==> src/acs_regs.svh <==
// register offsets, field positions, reset values and timing counts
// Functional notes
// - pointer stays set; each 16-bit register reads as two bytes, repeatedly.
// - master NACKs last byte; device then releases data line for stop.
// - read is start, address with read bit, ACKs per byte, then stop.
// - core starts in partial power-down and stays there when idle.
// - addressing the device by its slave address leaves power-down.
// - on-demand is default; control write at 0x00 stores channel set.
// - first on-demand conversion starts only on read of result register.
// - on-demand conversion completes while channel id bits shift out.
// - next on-demand conversion starts only when next result read begins.
// - selected channels convert in ascending order from the lowest.
// - after last selected channel, wrap to the first selected again.
// - stop in on-demand mode halts, powers down, keeps control value.
// - after an on-demand stop, sequence restarts at the first selected channel.
// - result is channel id plus 4 MSBs, then 8 LSBs.
// - voltage result register sits at offset 0x01, read via pointer.
// - control write aborts running sequence; next is new lowest channel.
// - channel select in D15..D8, one per channel; D0 enables autocycle.
// - autocycle is off after reset until software sets D0.
// - autocycle converts about every 50 us, looping low to high.
// - autocycle results compared to limits; alert pin polarity from D3.
// - bus access allowed in autocycle; result holds latest conversion.
// - stop does not power down in autocycle; monitoring continues.
// - slave address is 010 followed by four strap-set bits.
`ifndef ACS_REGS_SVH
`define ACS_REGS_SVH
`define ACS_OFS_CTRL 8'h00
`define ACS_OFS_RESULT 8'h01
`define ACS_CTRL_RST 16'h0000
`define ACS_CTRL_AUTO_BIT 0
`define ACS_CTRL_POL_BIT 3
`define ACS_CTRL_SEL_MSB 15
`define ACS_ADDR_FIXED 3'h2
`define ACS_CLK_NS 50
`define ACS_CONV_NS 4450
`define ACS_AUTO_NS 50000
`define ACS_CONV_CYC ((`ACS_CONV_NS + `ACS_CLK_NS - 1) / `ACS_CLK_NS)
`define ACS_AUTO_CYC (`ACS_AUTO_NS / `ACS_CLK_NS)
`endif

==> src/acs_pkg.sv <==
// types of the conversion sequencer
package acs_pkg;
  typedef enum logic [2:0] {
    ACS_IDLE = 3'b000,
    ACS_RX = 3'b001,
    ACS_ACK = 3'b010,
    ACS_TX = 3'b011,
    ACS_MACK = 3'b100
  } acs_bus_st_t;

  typedef struct packed {
    logic scl;
    logic sda;
  } acs_line_t;

  typedef struct packed {
    acs_bus_st_t st;
    acs_line_t prev;
    logic [7:0] sh;
    logic [3:0] cnt;
    logic addr_phase;
    logic rd;
    logic [1:0] wbyte;
    logic [7:0] wr_msb;
    logic [7:0] ptr;
    logic hi_half;
    logic sda_oe;
    logic [15:0] ctrl;
    logic [15:0] result;
    logic busy;
    logic [11:0] conv_cnt;
    logic [3:0] conv_chan;
    logic [3:0] last_chan;
    logic restart;
    logic [11:0] auto_cnt;
    logic pd;
    logic [15:0] alert_status;
    logic alert;
  } acs_state_t;
endpackage

==> src/acs_sequencer.sv <==
// two-wire slave, on-demand and autocycle conversion sequencer
`timescale 1ns/1ps
`include "acs_regs.svh"
module acs_sequencer #(
  parameter int CONV_CYC = `ACS_CONV_CYC,
  parameter int AUTO_CYC = `ACS_AUTO_CYC
) (
  input wire logic clk,
  input wire logic sys_rst,
  input wire logic scl_i,
  input wire logic sda_i,
  output logic sda_o,
  output logic sda_oe,
  input wire logic [1:0] addr_strap_low,
  input wire logic [1:0] addr_strap_high,
  input wire logic [11:0] conv_data,
  input wire logic [11:0] lim_high,
  input wire logic [11:0] lim_low,
  output logic [3:0] conv_chan,
  output logic conv_active,
  output logic power_down,
  output logic [15:0] alert_status,
  output logic alert
);

  acs_pkg::acs_state_t s_r;
  acs_pkg::acs_state_t s_nxt;

  ////////////////////////////////////////////////////////////////////////////
  // helpers

  // lowest selected channel at or above start, else lowest overall
  function automatic logic [3:0] pick_chan(input logic [15:0] ctrl,
                                           input logic [3:0] start);
    logic [3:0] above;
    logic [3:0] lowest;
    logic got_above;
    logic got_low;
    above = 4'h0;
    lowest = 4'h0;
    got_above = 1'b0;
    got_low = 1'b0;
    for (int i = 0; i < 8; i++) begin
      if (ctrl[`ACS_CTRL_SEL_MSB - i]) begin
        if (!got_low) begin
          lowest = 4'(i);
          got_low = 1'b1;
        end
        if (!got_above && 4'(i) >= start) begin
          above = 4'(i);
          got_above = 1'b1;
        end
      end
    end
    pick_chan = got_above ? above : lowest;
  endfunction

  function automatic logic any_sel(input logic [15:0] ctrl);
    any_sel = |ctrl[`ACS_CTRL_SEL_MSB -: 8];
  endfunction

  ////////////////////////////////////////////////////////////////////////////
  // bus edges and read data

  logic scl_rise;
  logic scl_fall;
  logic start_cond;
  logic stop_cond;
  logic my_addr;
  logic [15:0] rd_word;
  logic auto_on;

  assign scl_rise = scl_i && !s_r.prev.scl;
  assign scl_fall = !scl_i && s_r.prev.scl;
  assign start_cond = scl_i && s_r.prev.scl && s_r.prev.sda && !sda_i;
  assign stop_cond = scl_i && s_r.prev.scl && !s_r.prev.sda && sda_i;
  assign my_addr = s_r.sh[7:1] ==
                   {`ACS_ADDR_FIXED, addr_strap_high, addr_strap_low};
  assign auto_on = s_r.ctrl[`ACS_CTRL_AUTO_BIT];

  always_comb begin
    if (s_r.ptr == `ACS_OFS_CTRL) begin
      rd_word = s_r.ctrl;
    end else if (s_r.ptr == `ACS_OFS_RESULT) begin
      rd_word = s_r.result;
    end else begin
      rd_word = 16'h0000;
    end
  end

  ////////////////////////////////////////////////////////////////////////////
  // next state

  always_comb begin
    logic start_req;
    logic [3:0] tx_idx;
    logic [3:0] ch;
    start_req = 1'b0;
    tx_idx = 4'h0;
    ch = 4'h0;
    s_nxt = s_r;
    s_nxt.prev.scl = scl_i;
    s_nxt.prev.sda = sda_i;

    // serial slave
    if (start_cond) begin
      s_nxt.st = acs_pkg::ACS_RX;
      s_nxt.cnt = 4'h0;
      s_nxt.addr_phase = 1'b1;
      s_nxt.sda_oe = 1'b0;
    end else if (stop_cond) begin
      s_nxt.st = acs_pkg::ACS_IDLE;
      s_nxt.sda_oe = 1'b0;
      if (!auto_on) begin
        s_nxt.busy = 1'b0;
        s_nxt.pd = 1'b1;
        s_nxt.restart = 1'b1;
      end
    end else begin
      case (s_r.st)
        acs_pkg::ACS_RX: begin
          if (scl_rise) begin
            s_nxt.sh = {s_r.sh[6:0], sda_i};
            s_nxt.cnt = s_r.cnt + 4'h1;
          end else if (scl_fall && s_r.cnt == 4'h8) begin
            if (s_r.addr_phase) begin
              if (my_addr) begin
                s_nxt.st = acs_pkg::ACS_ACK;
                s_nxt.sda_oe = 1'b1;
                s_nxt.rd = s_r.sh[0];
                s_nxt.addr_phase = 1'b0;
                s_nxt.wbyte = 2'h0;
                s_nxt.hi_half = 1'b1;
                s_nxt.pd = 1'b0;
              end else begin
                s_nxt.st = acs_pkg::ACS_IDLE;
              end
            end else begin
              s_nxt.st = acs_pkg::ACS_ACK;
              s_nxt.sda_oe = 1'b1;
              // offset, then MSB, then LSB, repeating
              case (s_r.wbyte)
                2'h0: begin
                  s_nxt.ptr = s_r.sh;
                  s_nxt.wbyte = 2'h1;
                end
                2'h1: begin
                  s_nxt.wr_msb = s_r.sh;
                  s_nxt.wbyte = 2'h2;
                end
                default: begin
                  s_nxt.wbyte = 2'h0;
                  if (s_r.ptr == `ACS_OFS_CTRL) begin
                    s_nxt.ctrl = {s_r.wr_msb, s_r.sh};
                    s_nxt.restart = 1'b1;
                    s_nxt.auto_cnt = 12'h000;
                    if (!s_r.sh[`ACS_CTRL_AUTO_BIT]) begin
                      s_nxt.busy = 1'b0;
                    end
                  end
                end
              endcase
            end
          end
        end
        acs_pkg::ACS_ACK: begin
          if (scl_fall) begin
            s_nxt.cnt = 4'h0;
            if (s_r.rd) begin
              s_nxt.st = acs_pkg::ACS_TX;
              start_req = 1'b1;
            end else begin
              s_nxt.st = acs_pkg::ACS_RX;
              s_nxt.sda_oe = 1'b0;
            end
          end
        end
        acs_pkg::ACS_TX: begin
          if (scl_rise) begin
            s_nxt.cnt = s_r.cnt + 4'h1;
          end else if (scl_fall) begin
            if (s_r.cnt == 4'h8) begin
              s_nxt.st = acs_pkg::ACS_MACK;
              s_nxt.sda_oe = 1'b0;
            end else begin
              tx_idx = s_r.hi_half ? 4'hf - s_r.cnt : 4'h7 - s_r.cnt;
              s_nxt.sda_oe = !rd_word[tx_idx];
            end
          end
        end
        acs_pkg::ACS_MACK: begin
          if (scl_rise) begin
            if (sda_i) begin
              s_nxt.st = acs_pkg::ACS_IDLE;
            end else begin
              s_nxt.hi_half = !s_r.hi_half;
            end
          end else if (scl_fall) begin
            s_nxt.st = acs_pkg::ACS_TX;
            s_nxt.cnt = 4'h0;
            start_req = 1'b1;
          end
        end
        default: begin
          s_nxt.sda_oe = 1'b0;
        end
      endcase
    end

    // first bit of a byte and on-demand conversion start
    if (start_req) begin
      if (s_nxt.hi_half && !auto_on && s_r.ptr == `ACS_OFS_RESULT &&
          any_sel(s_r.ctrl)) begin
        ch = s_r.restart ? pick_chan(s_r.ctrl, 4'h0)
                         : pick_chan(s_r.ctrl, s_r.last_chan + 4'h1);
        s_nxt.busy = 1'b1;
        s_nxt.conv_cnt = 12'h000;
        s_nxt.conv_chan = ch;
        s_nxt.last_chan = ch;
        s_nxt.restart = 1'b0;
        s_nxt.result = {ch, 12'h000};
      end
      tx_idx = s_nxt.hi_half ? 4'hf : 4'h7;
      if (s_nxt.hi_half && !auto_on && s_r.ptr == `ACS_OFS_RESULT &&
          any_sel(s_r.ctrl)) begin
        s_nxt.sda_oe = !ch[3];
      end else begin
        s_nxt.sda_oe = !rd_word[tx_idx];
      end
    end

    // autocycle timer
    if (auto_on && any_sel(s_r.ctrl)) begin
      s_nxt.pd = 1'b0;
      if (s_r.auto_cnt == 12'(AUTO_CYC - 1)) begin
        s_nxt.auto_cnt = 12'h000;
        if (!s_r.busy) begin
          ch = s_r.restart ? pick_chan(s_r.ctrl, 4'h0)
                           : pick_chan(s_r.ctrl, s_r.last_chan + 4'h1);
          s_nxt.busy = 1'b1;
          s_nxt.conv_cnt = 12'h000;
          s_nxt.conv_chan = ch;
          s_nxt.last_chan = ch;
          s_nxt.restart = 1'b0;
        end
      end else begin
        s_nxt.auto_cnt = s_r.auto_cnt + 12'h001;
      end
    end

    // conversion core
    if (s_r.busy && s_nxt.busy) begin
      if (s_r.conv_cnt == 12'(CONV_CYC - 1)) begin
        s_nxt.busy = 1'b0;
        s_nxt.result = {s_r.conv_chan, conv_data};
        if (auto_on) begin
          if (conv_data > lim_high) begin
            s_nxt.alert_status[{s_r.conv_chan[2:0], 1'b1}] = 1'b1;
          end
          if (conv_data < lim_low) begin
            s_nxt.alert_status[{s_r.conv_chan[2:0], 1'b0}] = 1'b1;
          end
        end
      end else begin
        s_nxt.conv_cnt = s_r.conv_cnt + 12'h001;
      end
    end

    // idle core drops back to power-down
    if (!s_nxt.busy && !auto_on && s_nxt.st == acs_pkg::ACS_IDLE) begin
      s_nxt.pd = 1'b1;
    end

    s_nxt.alert = (|s_nxt.alert_status) ? s_nxt.ctrl[`ACS_CTRL_POL_BIT]
                                        : !s_nxt.ctrl[`ACS_CTRL_POL_BIT];
  end

  ////////////////////////////////////////////////////////////////////////////
  // state register

  always_ff @(posedge clk or posedge sys_rst) begin
    if (sys_rst) begin
      s_r <= '0;
      s_r.st <= acs_pkg::ACS_IDLE;
      s_r.prev <= 2'b11;
      s_r.ctrl <= `ACS_CTRL_RST;
      s_r.restart <= 1'b1;
      s_r.hi_half <= 1'b1;
      s_r.pd <= 1'b1;
      s_r.alert <= 1'b1;
    end else begin
      s_r <= s_nxt;
    end
  end

  assign sda_o = 1'b0;
  assign sda_oe = s_r.sda_oe;
  assign conv_chan = s_r.conv_chan;
  assign conv_active = s_r.busy;
  assign power_down = s_r.pd;
  assign alert_status = s_r.alert_status;
  assign alert = s_r.alert;

endmodule // acs_sequencer

==> config.mk <==
export PLATFORM = sky130hd
export DESIGN_NAME = acs_sequencer
export DESIGN_NICKNAME = d
export VERILOG_FILES = /design/src/acs_pkg.sv /design/src/acs_sequencer.sv
export VERILOG_INCLUDE_DIRS = /design/src /design/src/src
export SDC_FILE = /design/constraint.sdc
export NUM_CORES = 1
export LEC_CHECK = 0
export BUFFER_PORTS_ARGS = -buffer_cell sky130_fd_sc_hd__buf_2
export CORE_MARGIN = 2
export CORE_UTILIZATION = 55
export DETAILED_ROUTE_END_ITERATION = 16
export HOLD_SLACK_MARGIN = 0.1
export PLACE_DENSITY = 0.73
export SYNTH_ARGS = -nofsm -noshare
export SYNTH_HDL_FRONTEND = slang
export SYNTH_SLANG_ARGS = --single-unit
==> constraint.sdc <==
create_clock -name clk -period 11.2 [get_ports clk]
set_clock_uncertainty 0.2 [all_clocks]
set_input_delay 2.8 -clock clk [delete_from_list [all_inputs] [get_ports clk]]
set_output_delay 2.8 -clock clk [all_outputs]
set_load 0.05 [all_outputs]
---- Yosys cells after proc, flatten, opt, wreduce, memory -nomap -nowiden ----
Cells that the tools add are included.
operators by class
  add/sub/neg operators ................... 6
  order comparisons ....................... 16
  equality and inequality tests ........... 32
  multiplexer cells ....................... 311
  bitwise operators ....................... 7
  reduce and logical (&&, ||, !) cells .... 83
operators with widths
  cell                                                count
  2-to-1 mux 4 bit                                    86
  2-to-1 mux 16 bit                                   14
  2-to-1 mux 1 bit                                    160
  2-to-1 mux 38 bit                                   4
  2-to-1 mux 14 bit                                   4
  2-to-1 mux 22 bit                                   2
  2-to-1 mux 13 bit                                   3
  2-to-1 mux 12 bit                                   3
  2-to-1 mux 3 bit                                    12
  2-to-1 mux 35 bit                                   1
  logical AND 1 bit                                   31
  != test 5 bit, second input constant                6
  2-to-1 mux 29 bit                                   1
  AND reduction 7 bit                                 4
  logical NOT 1 bit                                   25
  2-to-1 mux 25 bit                                   1
  adder 12 x 1 -> 12 bit, second input constant       2
  AND reduction 8 bit                                 3
  < comparator 4 x 5 -> 1 bit, second input constant  4
  2-to-1 mux 20 bit                                   1
  2-to-1 mux 17 bit                                   1
  >= comparator 3 x 4 -> 1 bit, first input constant  4
  2-to-1 mux 8 bit                                    2
  bitwise OR 16 x 15 -> 16 bit                        1
  other kinds (48)                                    80
word-level totals
  register bits ........................... 123
  input bits .............................. 44

---- Depth between registers and ports, before layout ----
  depth in word-level cells ............... 72
  gate-level depth with buffers ........... 13
  gate-level depth less buffers ........... 9

---- Least setup slack after synthesis ----
Ideal clock, no wire load.
  kind .................................... input to register
  start point ............................. in scl_i
  end point ............................... reg s_r[44] in the netlist's numbering
  library setup time ...................... 0.126 ns
  data arrival time ....................... 4.460 ns
  data required time ...................... 10.874 ns
  path slack .............................. 6.414 ns
  stages on the path ...................... 9
  buffers on the path ..................... 2
  cell sequence ........................... buf_2 -> nor3b_1 -> o21ai_0 -> nand4b_1 -> a211o_1 -> buf_6 -> nand2_4 -> nor2_1 -> a221o_1
RTL lines
  what                  RTL line              source
  start, declared       acs_sequencer.sv:10   input wire logic scl_i,
  end signal, assigned  acs_sequencer.sv:292  s_r <= s_nxt;
  end, declared         acs_sequencer.sv:26   acs_pkg::acs_state_t s_r;

==> metrics <==
Die Ht 119 um; Final TNS setup 0 ns; hold_ws between 0.2 and 0.3 ns; standard-cell rows 41; met3 usage roughly 4.8%; Resize count post-CTS 0; Final Wtd Congestion roughly 0.95; YS warnings 0; Worst Path Arrival around 5.2 ns; routed vias/inst 6.10; critical path depth 8; status completed; Iter 0 DRT Violations 433; fraction of power consumed by the clock network approximately 43%; peak supply drop 89.9 uV; share of cells above drive strength 1 between 20 and 25%; Antenna Nets Post-Route 0; Detailed Place HPWL 12500 um; number of fillers in the final layout 1022; Syn Area/Cell 9.82 um^2; gr busiest metal met2; fmax a little under 0.2 GHz; Post-synth EDFFs 0; mean routed wirelength per cell 17.9 um; met2 Usage GRT between 30% and 40%; Seq pwr share roughly 42%; CP delay by family, top simple AND/OR/NAND/NOR gates; Slew Viols, Final 0; fin util approximately 64%; largest net degree at the start of global routing 75; Crit Path Class input port to flip-flop; Async SR Flop Fraction 100%; fin crit share 45.5%; Net Sw Power about 0.37 mW; power per cell area between 150 and 200 nW/um^2; Initial Util around 57%; Nets between 800 and 900; unrepaired setup endpoints after global routing no; crit end category flip-flop; Worst-path clk slew 0.06 ns; CP Buf/Inv Count 1; max incr delay on CP around 0.62 ns; total grt overflow 0; CP Launch Type input port; worst skew pair latency between 0.4 and 0.5 ns; initial antenna violation count 0; #FFs+latches synth between 100 and 150; CTS Buf Count 17; Max-slew headroom between 30 and 40%; worst path cell trace buf_2 -> and4b_1 -> and4_1 -> nand4_4 -> nand3_1 -> or2_0 -> nor3_1 -> a211o_1; final setup vio count 0; Min-Delay Path Class flip-flop to flip-flop; Hold Vio Cnt, Final 0; met1 Use GR between 30% and 40%; via count roughly 5800; Post-Route WL 17100 um; htree depth 4; Pint 0.930 mW; I/O pins 69; R2R cell count 9; library cells used by synthesis 79; Switching Fraction approximately 29%; # clock sinks around 120; vias in the first global route 5673; DIE AREA 14100 um^2; P&R area growth vs syn 11.7%; IO Port Bufs 67; fin crit period between 5 and 6 ns; CTS root buf clkbuf_16; CP max FO 14; first-pass GRT wire length between 20000 and 30000 um; core area roughly 13000 um^2; Critical Path RT approximately 11 ns; Max clock buf depth 2; syn_nets just over 800; Mapped Cells ~740; CTS Hold Buffers Added 0; leakage roughly 4 nW; CTS tree built; Netlist Area Pre-Place just over 7000 um^2; post-synthesis sequential area ratio between 40% and 50%; antenna diode count 0; slowest CP cell or2_0; Residual DRC 0; Pre-antenna DRT Iters 6; Die Wd between 100 and 150 um; total track usage between 20% and 30%; post-CTS setup buffer count 0; combinational fraction of design power between 10% and 20%; ys flop type dfrtp_1; max-cap violations 0; Slew @ Worst Pin between 0.9 and 1 ns; hold path cells 1
==> layer usage <==
layer | share of wire (%) | vias up | wire, um
li1 | - | 2726 | -
met1 | 45 | 2869 | 7730
met2 | 47 | 222 | 8020
met3 | 6.2 | 23 | 1060
met4 | 1.9 | 0 | 320
met5 | 0 | - | 0
==> synthesized netlist by cell type, types with 6 or more instances <==
cell type / count / area share (%)
mux2_2: 42 / 6.5
a211oi_1: 8 / 0.83
nor2_1: 48 / 2.5
buf_4: 23 / 2.4
mux2i_1: 14 / 1.9
nand2b_1: 9 / 0.78
o21ai_0: 40 / 2.8
buf_2: 8 / 0.55
nor3_1: 11 / 0.76
dfrtp_1: 117 / 40
o21bai_1: 8 / 0.83
xor2_1: 10 / 1.2
nand3_1: 40 / 2.8
nand2_1: 64 / 3.3
and3_1: 16 / 1.4
a31oi_1: 6 / 0.52
nor2b_1: 11 / 0.95
dfstp_2: 6 / 2.2
clkbuf_1: 14 / 0.72
nand4_1: 10 / 0.86
o211ai_1: 7 / 0.72
a21o_1: 13 / 1.3
inv_1: 39 / 2.0
or4_1: 6 / 0.62
ha_1: 32 / 5.5
a21oi_1: 30 / 2.1
==> area by class of cell <==
cell class | count | area, um^2 | share of cell area (%)
multi-input combinational | 526 | 3720 | 45.8
sequential | 123 | 3090 | 38.0
clock buffer | 17 | 425 | 5.24
timing repair buffer | 68 | 343 | 4.23
tap | 172 | 215 | 2.65
clock inverter | 13 | 178 | 2.19
inverter | 39 | 149 | 1.84
==> cells in the final DEF (no fill, tap or decap), types with 5 or more instances in the layout <==
cell and instances:
a211oi_1 8, a21o_1 13, a21oi_1 30, a31oi_1 6
and3_1 16, buf_2 67, clkbuf_16 17, clkinv_2 5
dfrtp_1 117, dfstp_2 6, ha_1 32, inv_1 38
mux2_2 42, mux2i_1 14, nand2_1 64, nand2b_1 9
nand3_1 40, nand4_1 10, nor2_1 48, nor2b_1 11
nor3_1 11, nor4_1 5, o211ai_1 7, o21ai_0 40
o21bai_1 8, or4_1 6, xor2_1 10
==> final timing paths <==
kind	startpoint	end	slack, ns
worst min-delay path	alert_status[0]	alert_status[0]	0.30
worst max register to register	s_r[106]	s_r[43]	7.69
max in group asynchronous	sys_rst	s_r[31]	7.25
worst max-delay path	scl_i	s_r[47]	6.10
worst min register to register	alert_status[0]	alert_status[0]	0.30
min in group asynchronous	sys_rst	alert_status[1]	2.38
==> state kept, by name, summed over array words and instances (netlist names) <==
name	flops
s_r	98
alert_status	16
conv_chan	4
alert	1
auto_on	1
conv_active	1
power_down	1
sda_oe	1
==> metrics by stage <==
stage	cells	instance area, um^2	power [mW]	setup WS [ns]
floorplan	739	7260	0.678	4.94
global placement	928	7510	0.735	5.79
detailed placement	928	7510	0.741	5.68
CTS	958	8110	1.31	6.13
global route	958	8110	1.37	5.94
finish	958	8110	1.30	6.10
==> worst register-to-register path: cells and delay by family (launching register included) <==
kind,cells,cell delay (ns)
simple gates,4,1.08
compound gates,3,1.10
buf+inv,1,0.18
flops,1,0.63
fa+ha+maj,1,0.25
==> power groups by stage <==
stage                     clock network [mW]  registers (mW)  logic (mW)
after global placement                     0           0.551       0.184
after global routing                   0.599           0.555       0.212
after detailed placement                   0           0.554       0.188
after CTS                              0.573           0.546       0.189
final                                  0.565           0.548       0.189
after floorplan                            0           0.519       0.159
==> cell families after synthesis <==
family / count (synthesis) / synth area share, %
buffers and inverters: 90 / 6.31
XOR/XNOR: 15 / 1.91
flip-flops: 123 / 42.5
multiplexers: 59 / 9.38
adder cells (fa/ha/maj): 32 / 5.52
AND/OR/NAND/NOR: 262 / 20.0
other: 1 / 0.0517
AO/OA/AOI/OAI: 157 / 14.3
Note: power is estimated with default switching activity, not from simulation.
